[src/irq_sel_pkg.sv]
/*
  Shared constants for the adapter interrupt level select block:
  register offsets, field positions, reset values and the level map.
  Assumes a 32-bit AXI4-Lite register bus with byte addresses.
*/
package irq_sel_pkg;
  // ----------------------------------------------------------------
  // Register map
  // ----------------------------------------------------------------
  localparam int ADDR_W = 8;
  localparam logic [ADDR_W-1:0] STATUS_OFS = 8'h00;
  localparam logic [ADDR_W-1:0] SELECT_OFS = 8'h04;
  localparam logic [ADDR_W-1:0] LEVEL_OFS = 8'h08;
  localparam logic [ADDR_W-1:0] EVENT_OFS = 8'h0C;
  localparam logic [ADDR_W-1:0] MASK_OFS = 8'h10;

  // ----------------------------------------------------------------
  // Fields
  // ----------------------------------------------------------------
  localparam int STATUS_BIT = 0;
  localparam int SEL_W = 3;
  localparam int LINES = 8;
  localparam int LVL_W = 4;
  localparam int LINE_ON_BIT = 8;
  localparam int EV_W = 2;
  localparam int EV_LATCH_BIT = 0;
  localparam int EV_CHRES_BIT = 1;

  // ----------------------------------------------------------------
  // Reset values
  // ----------------------------------------------------------------
  localparam logic [SEL_W-1:0] SELECT_RST = 3'h0;
  localparam logic [EV_W-1:0] EVENT_RST = 2'h0;
  localparam logic [EV_W-1:0] MASK_RST = 2'h0;
  // Pin synchroniser idle: request high (inactive), channel reset low
  localparam logic [1:0] PIN_RST = 2'h1;

  localparam logic [1:0] RESP_OKAY = 2'h0;
  localparam logic [1:0] RESP_SLVERR = 2'h2;

  // Host interrupt level for each select code
  typedef logic [LVL_W-1:0] level_t;
  localparam level_t LEVEL_MAP [LINES] = '{4'hA, 4'hB, 4'hC, 4'h3,
                                           4'h4, 4'h5, 4'h6, 4'h7};
endpackage

[src/irq_level_select.sv]
/*
  Adapter interrupt level select: pending latch, status/clear register,
  level select and one active-low request line per host level, with an
  AXI4-Lite slave and a masked event interrupt.
  Assumes request and channel reset arrive asynchronously on pins.
*/
`timescale 1ns/1ns
module irq_level_select (
  input wire logic aclk,
  input wire logic aresetn,
  input wire logic [irq_sel_pkg::ADDR_W-1:0] awaddr,
  input wire logic awvalid,
  output logic awready,
  input wire logic [31:0] wdata,
  input wire logic [3:0] wstrb,
  input wire logic wvalid,
  output logic wready,
  output logic [1:0] bresp,
  output logic bvalid,
  input wire logic bready,
  input wire logic [irq_sel_pkg::ADDR_W-1:0] araddr,
  input wire logic arvalid,
  output logic arready,
  output logic [31:0] rdata,
  output logic [1:0] rresp,
  output logic rvalid,
  input wire logic rready,
  input wire logic adapter_irq_request_n,
  input wire logic host_channel_reset,
  output logic [irq_sel_pkg::LINES-1:0] irq_line_n,
  output logic irq_out
);
  import irq_sel_pkg::*;

  logic [1:0] sync_out;
  logic req_n_s;
  logic chres_s;
  logic chres_d_r;
  logic [ADDR_W-1:0] awaddr_r;
  logic aw_got_r;
  logic [31:0] wdata_r;
  logic [3:0] wstrb_r;
  logic w_got_r;
  logic wr_do;
  logic wr_hit;
  logic clr_wr;
  logic pending_r;
  logic [SEL_W-1:0] select_r;
  logic [EV_W-1:0] event_r;
  logic [EV_W-1:0] mask_r;
  logic [EV_W-1:0] ev_set;
  logic [EV_W-1:0] ev_w1c;
  logic [31:0] rd_data;
  logic rd_hit;

  // ----------------------------------------------------------------
  // Pin synchronisation
  // ----------------------------------------------------------------
  pin_sync #(
    .WIDTH(2),
    .RESET_VAL(PIN_RST)
  ) u_sync (
    .aclk(aclk),
    .aresetn(aresetn),
    .pin_in({host_channel_reset, adapter_irq_request_n}),
    .pin_out(sync_out)
  );
  assign req_n_s = sync_out[0];
  assign chres_s = sync_out[1];

  // ----------------------------------------------------------------
  // Write channels
  // ----------------------------------------------------------------
  assign wr_do = aw_got_r && w_got_r && !bvalid;

  always_ff @(posedge aclk) begin
    if (!aresetn) begin
      awaddr_r <= '0;
      aw_got_r <= 1'b0;
      awready <= 1'b1;
    end else if (awvalid && awready) begin
      awaddr_r <= awaddr;
      aw_got_r <= 1'b1;
      awready <= 1'b0;
    end else if (wr_do) begin
      aw_got_r <= 1'b0;
    end else if (bvalid && bready) begin
      awready <= 1'b1;
    end
  end

  always_ff @(posedge aclk) begin
    if (!aresetn) begin
      wdata_r <= '0;
      wstrb_r <= '0;
      w_got_r <= 1'b0;
      wready <= 1'b1;
    end else if (wvalid && wready) begin
      wdata_r <= wdata;
      wstrb_r <= wstrb;
      w_got_r <= 1'b1;
      wready <= 1'b0;
    end else if (wr_do) begin
      w_got_r <= 1'b0;
    end else if (bvalid && bready) begin
      wready <= 1'b1;
    end
  end

  always_comb begin
    unique case (awaddr_r)
      STATUS_OFS, SELECT_OFS, LEVEL_OFS, EVENT_OFS, MASK_OFS: wr_hit = 1'b1;
      default: wr_hit = 1'b0;
    endcase
  end

  always_ff @(posedge aclk) begin
    if (!aresetn) begin
      bvalid <= 1'b0;
      bresp <= RESP_OKAY;
    end else if (wr_do) begin
      bvalid <= 1'b1;
      bresp <= wr_hit ? RESP_OKAY : RESP_SLVERR;
    end else if (bvalid && bready) begin
      bvalid <= 1'b0;
    end
  end

  // ----------------------------------------------------------------
  // Pending latch
  // ----------------------------------------------------------------
  // clear on zero
  assign clr_wr = wr_do && (awaddr_r == STATUS_OFS) && wstrb_r[0] && !wdata_r[STATUS_BIT];

  always_ff @(posedge aclk) begin
    if (!aresetn || chres_s) begin
      pending_r <= 1'b0;
    // request sets, wins over a clear
    end else if (!req_n_s) begin
      pending_r <= 1'b1;
    end else if (clr_wr) begin
      pending_r <= 1'b0;
    end
  end

  // ----------------------------------------------------------------
  // Configuration registers
  // ----------------------------------------------------------------
  always_ff @(posedge aclk) begin
    if (!aresetn) begin
      select_r <= SELECT_RST;
    end else if (wr_do && (awaddr_r == SELECT_OFS) && wstrb_r[0]) begin
      select_r <= wdata_r[SEL_W-1:0];
    end
  end

  always_ff @(posedge aclk) begin
    if (!aresetn) begin
      mask_r <= MASK_RST;
    end else if (wr_do && (awaddr_r == MASK_OFS) && wstrb_r[0]) begin
      mask_r <= wdata_r[EV_W-1:0];
    end
  end

  // ----------------------------------------------------------------
  // Sticky events and interrupt output
  // ----------------------------------------------------------------
  always_ff @(posedge aclk) begin
    if (!aresetn) begin
      chres_d_r <= 1'b0;
    end else begin
      chres_d_r <= chres_s;
    end
  end

  always_comb begin
    ev_set = '0;
    ev_set[EV_LATCH_BIT] = !pending_r && !req_n_s && !chres_s;
    ev_set[EV_CHRES_BIT] = chres_s && !chres_d_r;
    ev_w1c = '0;
    if (wr_do && (awaddr_r == EVENT_OFS) && wstrb_r[0]) begin
      ev_w1c = wdata_r[EV_W-1:0];
    end
  end

  // New event in the clearing cycle survives
  always_ff @(posedge aclk) begin
    if (!aresetn) begin
      event_r <= EVENT_RST;
    end else begin
      event_r <= (event_r & ~ev_w1c) | ev_set;
    end
  end

  always_ff @(posedge aclk) begin
    if (!aresetn) begin
      irq_out <= 1'b0;
    end else begin
      irq_out <= |(event_r & mask_r);
    end
  end

  // ----------------------------------------------------------------
  // Host request lines
  // ----------------------------------------------------------------
  // Selected line is driven low only while pending; others stay inactive high
  for (genvar i = 0; i < LINES; i++) begin : g_line
    always_ff @(posedge aclk) begin
      if (!aresetn) begin
        irq_line_n[i] <= 1'b1;
      end else begin
        irq_line_n[i] <= !(pending_r && (select_r == SEL_W'(i)));
      end
    end
  end

  // ----------------------------------------------------------------
  // Read channel
  // ----------------------------------------------------------------
  always_comb begin
    rd_data = '0;
    rd_hit = 1'b1;
    unique case (araddr)
      STATUS_OFS: rd_data[STATUS_BIT] = !pending_r;
      SELECT_OFS: rd_data[SEL_W-1:0] = select_r;
      LEVEL_OFS: begin
        rd_data[LVL_W-1:0] = LEVEL_MAP[select_r];
        rd_data[LINE_ON_BIT] = !irq_line_n[select_r];
      end
      EVENT_OFS: rd_data[EV_W-1:0] = event_r;
      MASK_OFS: rd_data[EV_W-1:0] = mask_r;
      default: rd_hit = 1'b0;
    endcase
  end

  always_ff @(posedge aclk) begin
    if (!aresetn) begin
      arready <= 1'b1;
      rvalid <= 1'b0;
      rdata <= '0;
      rresp <= RESP_OKAY;
    end else if (arvalid && arready) begin
      arready <= 1'b0;
      rvalid <= 1'b1;
      rdata <= rd_data;
      rresp <= rd_hit ? RESP_OKAY : RESP_SLVERR;
    end else if (rvalid && rready) begin
      rvalid <= 1'b0;
      arready <= 1'b1;
    end
  end

  // ----------------------------------------------------------------
  // Assertions
  // ----------------------------------------------------------------
  property p_status_read;
    @(posedge aclk) disable iff (!aresetn)
      (arvalid && arready && araddr == STATUS_OFS)
      |=> rvalid && (rdata[STATUS_BIT] == !$past(pending_r));
  endproperty
  a_status_read: assert property (p_status_read)
    else $error("status bit does not show latch state");

  property p_chres_idle;
    @(posedge aclk) disable iff (!aresetn)
      chres_s |=> !pending_r ##1 (&irq_line_n);
  endproperty
  a_chres_idle: assert property (p_chres_idle)
    else $error("channel reset did not idle the latch");

  property p_clear_write;
    @(posedge aclk) disable iff (!aresetn)
      (clr_wr && req_n_s && !chres_s) |=> !pending_r ##1 (&irq_line_n);
  endproperty
  a_clear_write: assert property (p_clear_write)
    else $error("writing zero did not clear the latch");

  property p_req_sets;
    @(posedge aclk) disable iff (!aresetn)
      (!req_n_s && !chres_s) |=> pending_r ##1 !irq_line_n[$past(select_r)];
  endproperty
  a_req_sets: assert property (p_req_sets)
    else $error("request did not set latch and line");

  property p_bresp_hold;
    @(posedge aclk) disable iff (!aresetn)
      (bvalid && !bready) |=> bvalid && $stable(bresp) && !awready && !wready;
  endproperty
  a_bresp_hold: assert property (p_bresp_hold)
    else $error("write response dropped before taken");

  property p_line_map;
    @(posedge aclk) disable iff (!aresetn)
      pending_r |=> (irq_line_n == ~(8'h01 << $past(select_r)));
  endproperty
  a_line_map: assert property (p_line_map)
    else $error("wrong request line for select code");

  property p_one_line;
    @(posedge aclk) disable iff (!aresetn)
      $countones(~irq_line_n) <= 1;
  endproperty
  a_one_line: assert property (p_one_line)
    else $error("more than one request line asserted");

  property p_idle_lines;
    @(posedge aclk) disable iff (!aresetn)
      !pending_r |=> (&irq_line_n);
  endproperty
  a_idle_lines: assert property (p_idle_lines)
    else $error("line asserted with nothing pending");
endmodule

[src/pin_sync.sv]
/*
  Three-stage synchroniser with agreement filter for asynchronous pins.
  Assumes pins are unrelated to aclk; output moves only when stages
  two and three agree.
*/
`timescale 1ns/1ns
module pin_sync #(
  parameter int WIDTH = 2,
  parameter logic [WIDTH-1:0] RESET_VAL = '0
) (
  input wire logic aclk,
  input wire logic aresetn,
  input wire logic [WIDTH-1:0] pin_in,
  output logic [WIDTH-1:0] pin_out
);
  logic [WIDTH-1:0] s1_r;
  logic [WIDTH-1:0] s2_r;
  logic [WIDTH-1:0] s3_r;

  // ----------------------------------------------------------------
  // Per-bit stages
  // ----------------------------------------------------------------
  for (genvar i = 0; i < WIDTH; i++) begin : g_bit
    always_ff @(posedge aclk) begin
      if (!aresetn) begin
        s1_r[i] <= RESET_VAL[i];
        s2_r[i] <= RESET_VAL[i];
        s3_r[i] <= RESET_VAL[i];
        pin_out[i] <= RESET_VAL[i];
      end else begin
        s1_r[i] <= pin_in[i];
        s2_r[i] <= s1_r[i];
        s3_r[i] <= s2_r[i];
        // Glitch of one cycle never reaches the output
        if (s2_r[i] == s3_r[i]) begin
          pin_out[i] <= s3_r[i];
        end
      end
    end
  end
endmodule

[config.mk]
export PLATFORM = sky130hd
export DESIGN_NAME = irq_level_select
export DESIGN_NICKNAME = d
export VERILOG_FILES = /design/src/irq_sel_pkg.sv /design/src/irq_level_select.sv /design/src/pin_sync.sv
export SDC_FILE = /design/constraint.sdc
export NUM_CORES = 1
export LEC_CHECK = 0
export ABC_AREA = 1
export BUFFER_PORTS_ARGS = -buffer_cell sky130_fd_sc_hd__buf_2
export CORE_MARGIN = 3
export CORE_UTILIZATION = 35
export CTS_BUF_LIST = sky130_fd_sc_hd__clkbuf_4
export DETAILED_ROUTE_END_ITERATION = 12
export GPL_TIMING_DRIVEN = 0
export PLACE_DENSITY = 0.66
export RECOVER_POWER = 100
export SYNTH_ARGS = -nofsm -noshare
export SYNTH_HDL_FRONTEND = slang
export SYNTH_SLANG_ARGS = --single-unit
[constraint.sdc]
create_clock -name aclk -period 1.2 [get_ports aclk]
set_clock_uncertainty 0.05 [all_clocks]
set_input_delay 0.06 -clock aclk [delete_from_list [all_inputs] [get_ports aclk]]
set_output_delay 0.06 -clock aclk [all_outputs]
set_load 0.01 [all_outputs]
==> summary.txt <==
Outcome
  – Outcome: complete, but fails checks
  – Violated checks: negative setup slack

Placed design
  – Port Buffer Count: 48
  – Post-detail-place hpwl: 3.64 mm
  – Final weighted congestion in routability-driven placement: 0.837
  – Worst setup timing slack at the placement stage: -0.0668 ns
  – Placed inst area: 2790 µm²

Clock network
  – Number of buffers added by the clock tree synthesis step: 5
  – Clock transition at the registers of the reported paths: 0.14 ns
  – Clock root buffer: sky130_fd_sc_hd__clkbuf_4
  – Clock Path Buffers: 2
  – TritonCTS Sinks: 52
  – Clock latency of the later-clocked register in the worst-skew pair: 0.35 ns
  – H-Tree Level Count: 2
  – TritonCTS clock tree: yes

Worst setup path
  – R2R depth: 7
  – Start-to-end type of the worst setup path: reg -> reg
  – Setup slack, reg-to-reg: -0.05 ns
  – RR Endpoint: mask_r[0]
  – CP max FO: 4
  – Startpoint type of the worst setup path: flip-flop
  – Arrival time of the worst setup path: 1.48 ns
  – Data required time of the worst path: 1.43 ns
  – Reg-to-reg critical path startpoint: awaddr_r[0]
  – Critical path capture point type: flip-flop

GRT
  – Number of antenna violations at the first check in global routing: 0
  – Maximum number of pins on one net before global-route repair: 15
  – All-Layer GR Usage: 0.131
  – Vias in the first global route: 1931
  – First-pass GRT wire length: 8.07 mm
  – Residual overflow from global routing: 0

Logic synthesis
  – Most common cell in the synthesized netlist: sky130_fd_sc_hd__nand2_1
  – Synthesized flop and latch total: 52
  – Top cells by count, synth: sky130_fd_sc_hd__nand2_1, sky130_fd_sc_hd__dfxtp_1, sky130_fd_sc_hd__buf_4, sky130_fd_sc_hd__inv_1, sky130_fd_sc_hd__nor2_1
  – Number of enable-type register cells in the synthesized netlist: 0
  – Area share of the leading cell type in the synthesized netlist: 0.443
  – Synth Instances: 310
  – Cell area after technology mapping: 2350 µm²
  – Most used flip-flop cell after synthesis: sky130_fd_sc_hd__dfxtp_1
  – Top area cells in the synthesized netlist: sky130_fd_sc_hd__dfxtp_1, sky130_fd_sc_hd__nand2_1, sky130_fd_sc_hd__buf_4, sky130_fd_sc_hd__a21oi_1, sky130_fd_sc_hd__inv_1
  – Cell type with the highest aggregate area in the netlist: sky130_fd_sc_hd__dfxtp_1
  – Number of warnings printed during yosys synthesis: 0
  – Synth cell types: 26
  – Synth Area per Inst: 7.58 µm²
  – Sequential-to-total area share from yosys stat: 0.443
  – Asr flop ratio synth: 0

Finish
  – Nets: 482
  – Fraction of final layout cells sized beyond drive strength 1: 0.303
  – Final non-filler cell area: 3160 µm²
  – Number of antenna repair diodes: 0
  – Syn-to-layout area delta: 34.7%
  – Core utilization of the finished layout: 0.493
  – Number of filler instances in the final layout: 648

Pwr
  – Worst IR Drop VDD: 0.000705 V
  – Power density cells: 1010 nW/µm²
  – Register share of total power: 0.581
  – Clock network fraction of design power: 0.238
  – Internal power: 2.35 mW
  – Sw frac: 0.266
  – Power after layout: 3.21 mW
  – Comb pwr share: 0.181
  – Power dissipated by switching net loads: 0.852 mW
  – Leakage component of the power: 1.51 nW

Routing
  – Average wire per cell in the routed design: 10.1 µm
  – DRT met1 WL: 2.23 mm
  – DR vias/cell: 4.34
  – Met3 WL post-DR: 376 µm
  – Post-route DRC: 0
  – Highest metal layer with signal wires: met4
  – Final wirelength: 5.06 mm
  – Count of vias placed by the detailed router: 2165
  – Met2 routed wirelength: 2.43 mm
  – Number of nets still failing antenna checks after routing: 0
  – Number of iterations in the first detailed-routing pass: 5
  – Number of violations reported at the end of detailed-routing iteration 0: 81

Floorplan
  – Die Span Y: 87.9 µm
  – # rows: 29
  – Initial standard-cell utilization of the core: 0.366
  – IO Count: 111
  – Width of the die: 87.9 µm
  – Die Outline Area: 7730 µm²
  – Standard cell core area: 6420 µm²

Hold path
  – Startpoint of the worst hold path: wvalid
  – Worst-case hold path end point: wdata_r[1]
  – Number of stages on the worst hold path: 3
  – Type of the most critical hold path: in -> reg

STA
  – Final clock period utilization by the worst path: 1.04
  – Count of final setup violators: 3
  – Number of pins exceeding their max-slew limit in the final report: 0
  – Setup slack of the critical path after layout: -0.0500 ns
  – Unrepaired setup endpoints after global routing: yes
  – Min Hold Slack: 0.0299 ns
  – Final critical-path required period: 1.25 ns
  – Maximum operating frequency: 800 MHz
  – Final-report hold violation count: 0

Flow run
  – Number of violations of the max-capacitance limit: 0
power groups by stage:
stage / clock network (mW) / registers, mW / logic [mW]
after CTS: 0.802 / 1.86 / 0.545
after floorplan: 0 / 1.90 / 0.327
after global placement: 0 / 1.89 / 0.456
final: 0.763 / 1.86 / 0.579
after global routing: 0.864 / 1.88 / 0.647
after detailed placement: 0 / 1.90 / 0.464
repair_timing:
action | in CTS | in global routing
hold buffers | 17 | 0
setup endpoints to repair | 9 | 16
hold endpoints to repair | 22 | 0
pin swaps | 2 | 11
gates resized for setup | 11 | 18
gates cloned | 0 | 0
buffers inserted | 4 | 7
placed cells by master (no fill, tap or decap), types with 17 or more instances in the layout:
master / instances
sky130_fd_sc_hd__nor2_1: 23
sky130_fd_sc_hd__dfxtp_1: 46
sky130_fd_sc_hd__dlygate4sd3_1: 17
sky130_fd_sc_hd__conb_1: 29
sky130_fd_sc_hd__a21oi_1: 22
sky130_fd_sc_hd__nand2_1: 67
sky130_fd_sc_hd__buf_4: 39
sky130_fd_sc_hd__o21ai_0: 19
sky130_fd_sc_hd__buf_2: 32
sky130_fd_sc_hd__clkbuf_1: 20
sky130_fd_sc_hd__inv_1: 27
per-layer routing:
layer | vias up | global-route usage
met5 | - | 0
met4 | 0 | 0.0460
met3 | 2 | 0.0310
met2 | 64 | 0.229
met1 | 952 | 0.156
li1 | 1147 | -
flip-flops by register name, summed over array words and instances (netlist names), 2 cells and up:
register / cells
event_r: 2
wdata_r: 3
mask_r: 2
awaddr_r: 8
u_sync.s1_r: 2
u_sync.pin_out: 2
irq_line_n: 8
select_r: 3
rdata: 5
u_sync.s2_r: 2
u_sync.s3_r: 2
final cells by class:
type                            instances  area [µm²]  share of cell area
Sequential cell                        52        1050               0.333
Buffer                                 35         248              0.0783
Tap cell                               77        96.3              0.0304
Clock inverter                          1        3.75             0.00119
Inverter                               36         138              0.0435
Multi-Input combinational cell        215        1090               0.345
Clock buffer                            7        52.6              0.0166
Timing Repair Buffer                   76         480               0.152
cell families (layout without fill, tap and decap cells):
family,count (synthesis),in the layout,synth area share
AO/OA/AOI/OAI,55,55,0.130
buffers and inverters,71,155,0.162
flip-flops,52,52,0.443
other,1,29,0.00160
AND/OR/NAND/NOR,131,131,0.263
critical path: stages (launching register included):
cell	delay [ns]
sky130_fd_sc_hd__dfxtp_2	0.34
sky130_fd_sc_hd__inv_2	0.07
sky130_fd_sc_hd__nand2_4	0.07
sky130_fd_sc_hd__nor3_4	0.20
sky130_fd_sc_hd__nand2_2	0.10
sky130_fd_sc_hd__nor2_4	0.17
sky130_fd_sc_hd__nor2_1	0.07
sky130_fd_sc_hd__a211oi_2	0.13
worst max path at each step:
stage / endpoint / depth (start not counted) / start / slack, ns
floorplan: select_r[2] / 7 / aw_got_r / 0.07
global placement: rdata[1] / 9 / select_r[1] / -0.04
detailed placement: rdata[1] / 9 / select_r[1] / -0.07
CTS: event_r[0] / 7 / aw_got_r / -0.01
global route: event_r[1] / 7 / w_got_r / -0.14
finish: mask_r[0] / 7 / awaddr_r[0] / -0.05
through the flow:
stage | TNS (ns) | std cells
global route | -0.672 | 499
detailed placement | -0.309 | 463
CTS | -0.0129 | 492
global placement | -0.203 | 463
finish | -0.0909 | 499
floorplan | 0 | 338
Power figures use the tool's default switching activity.
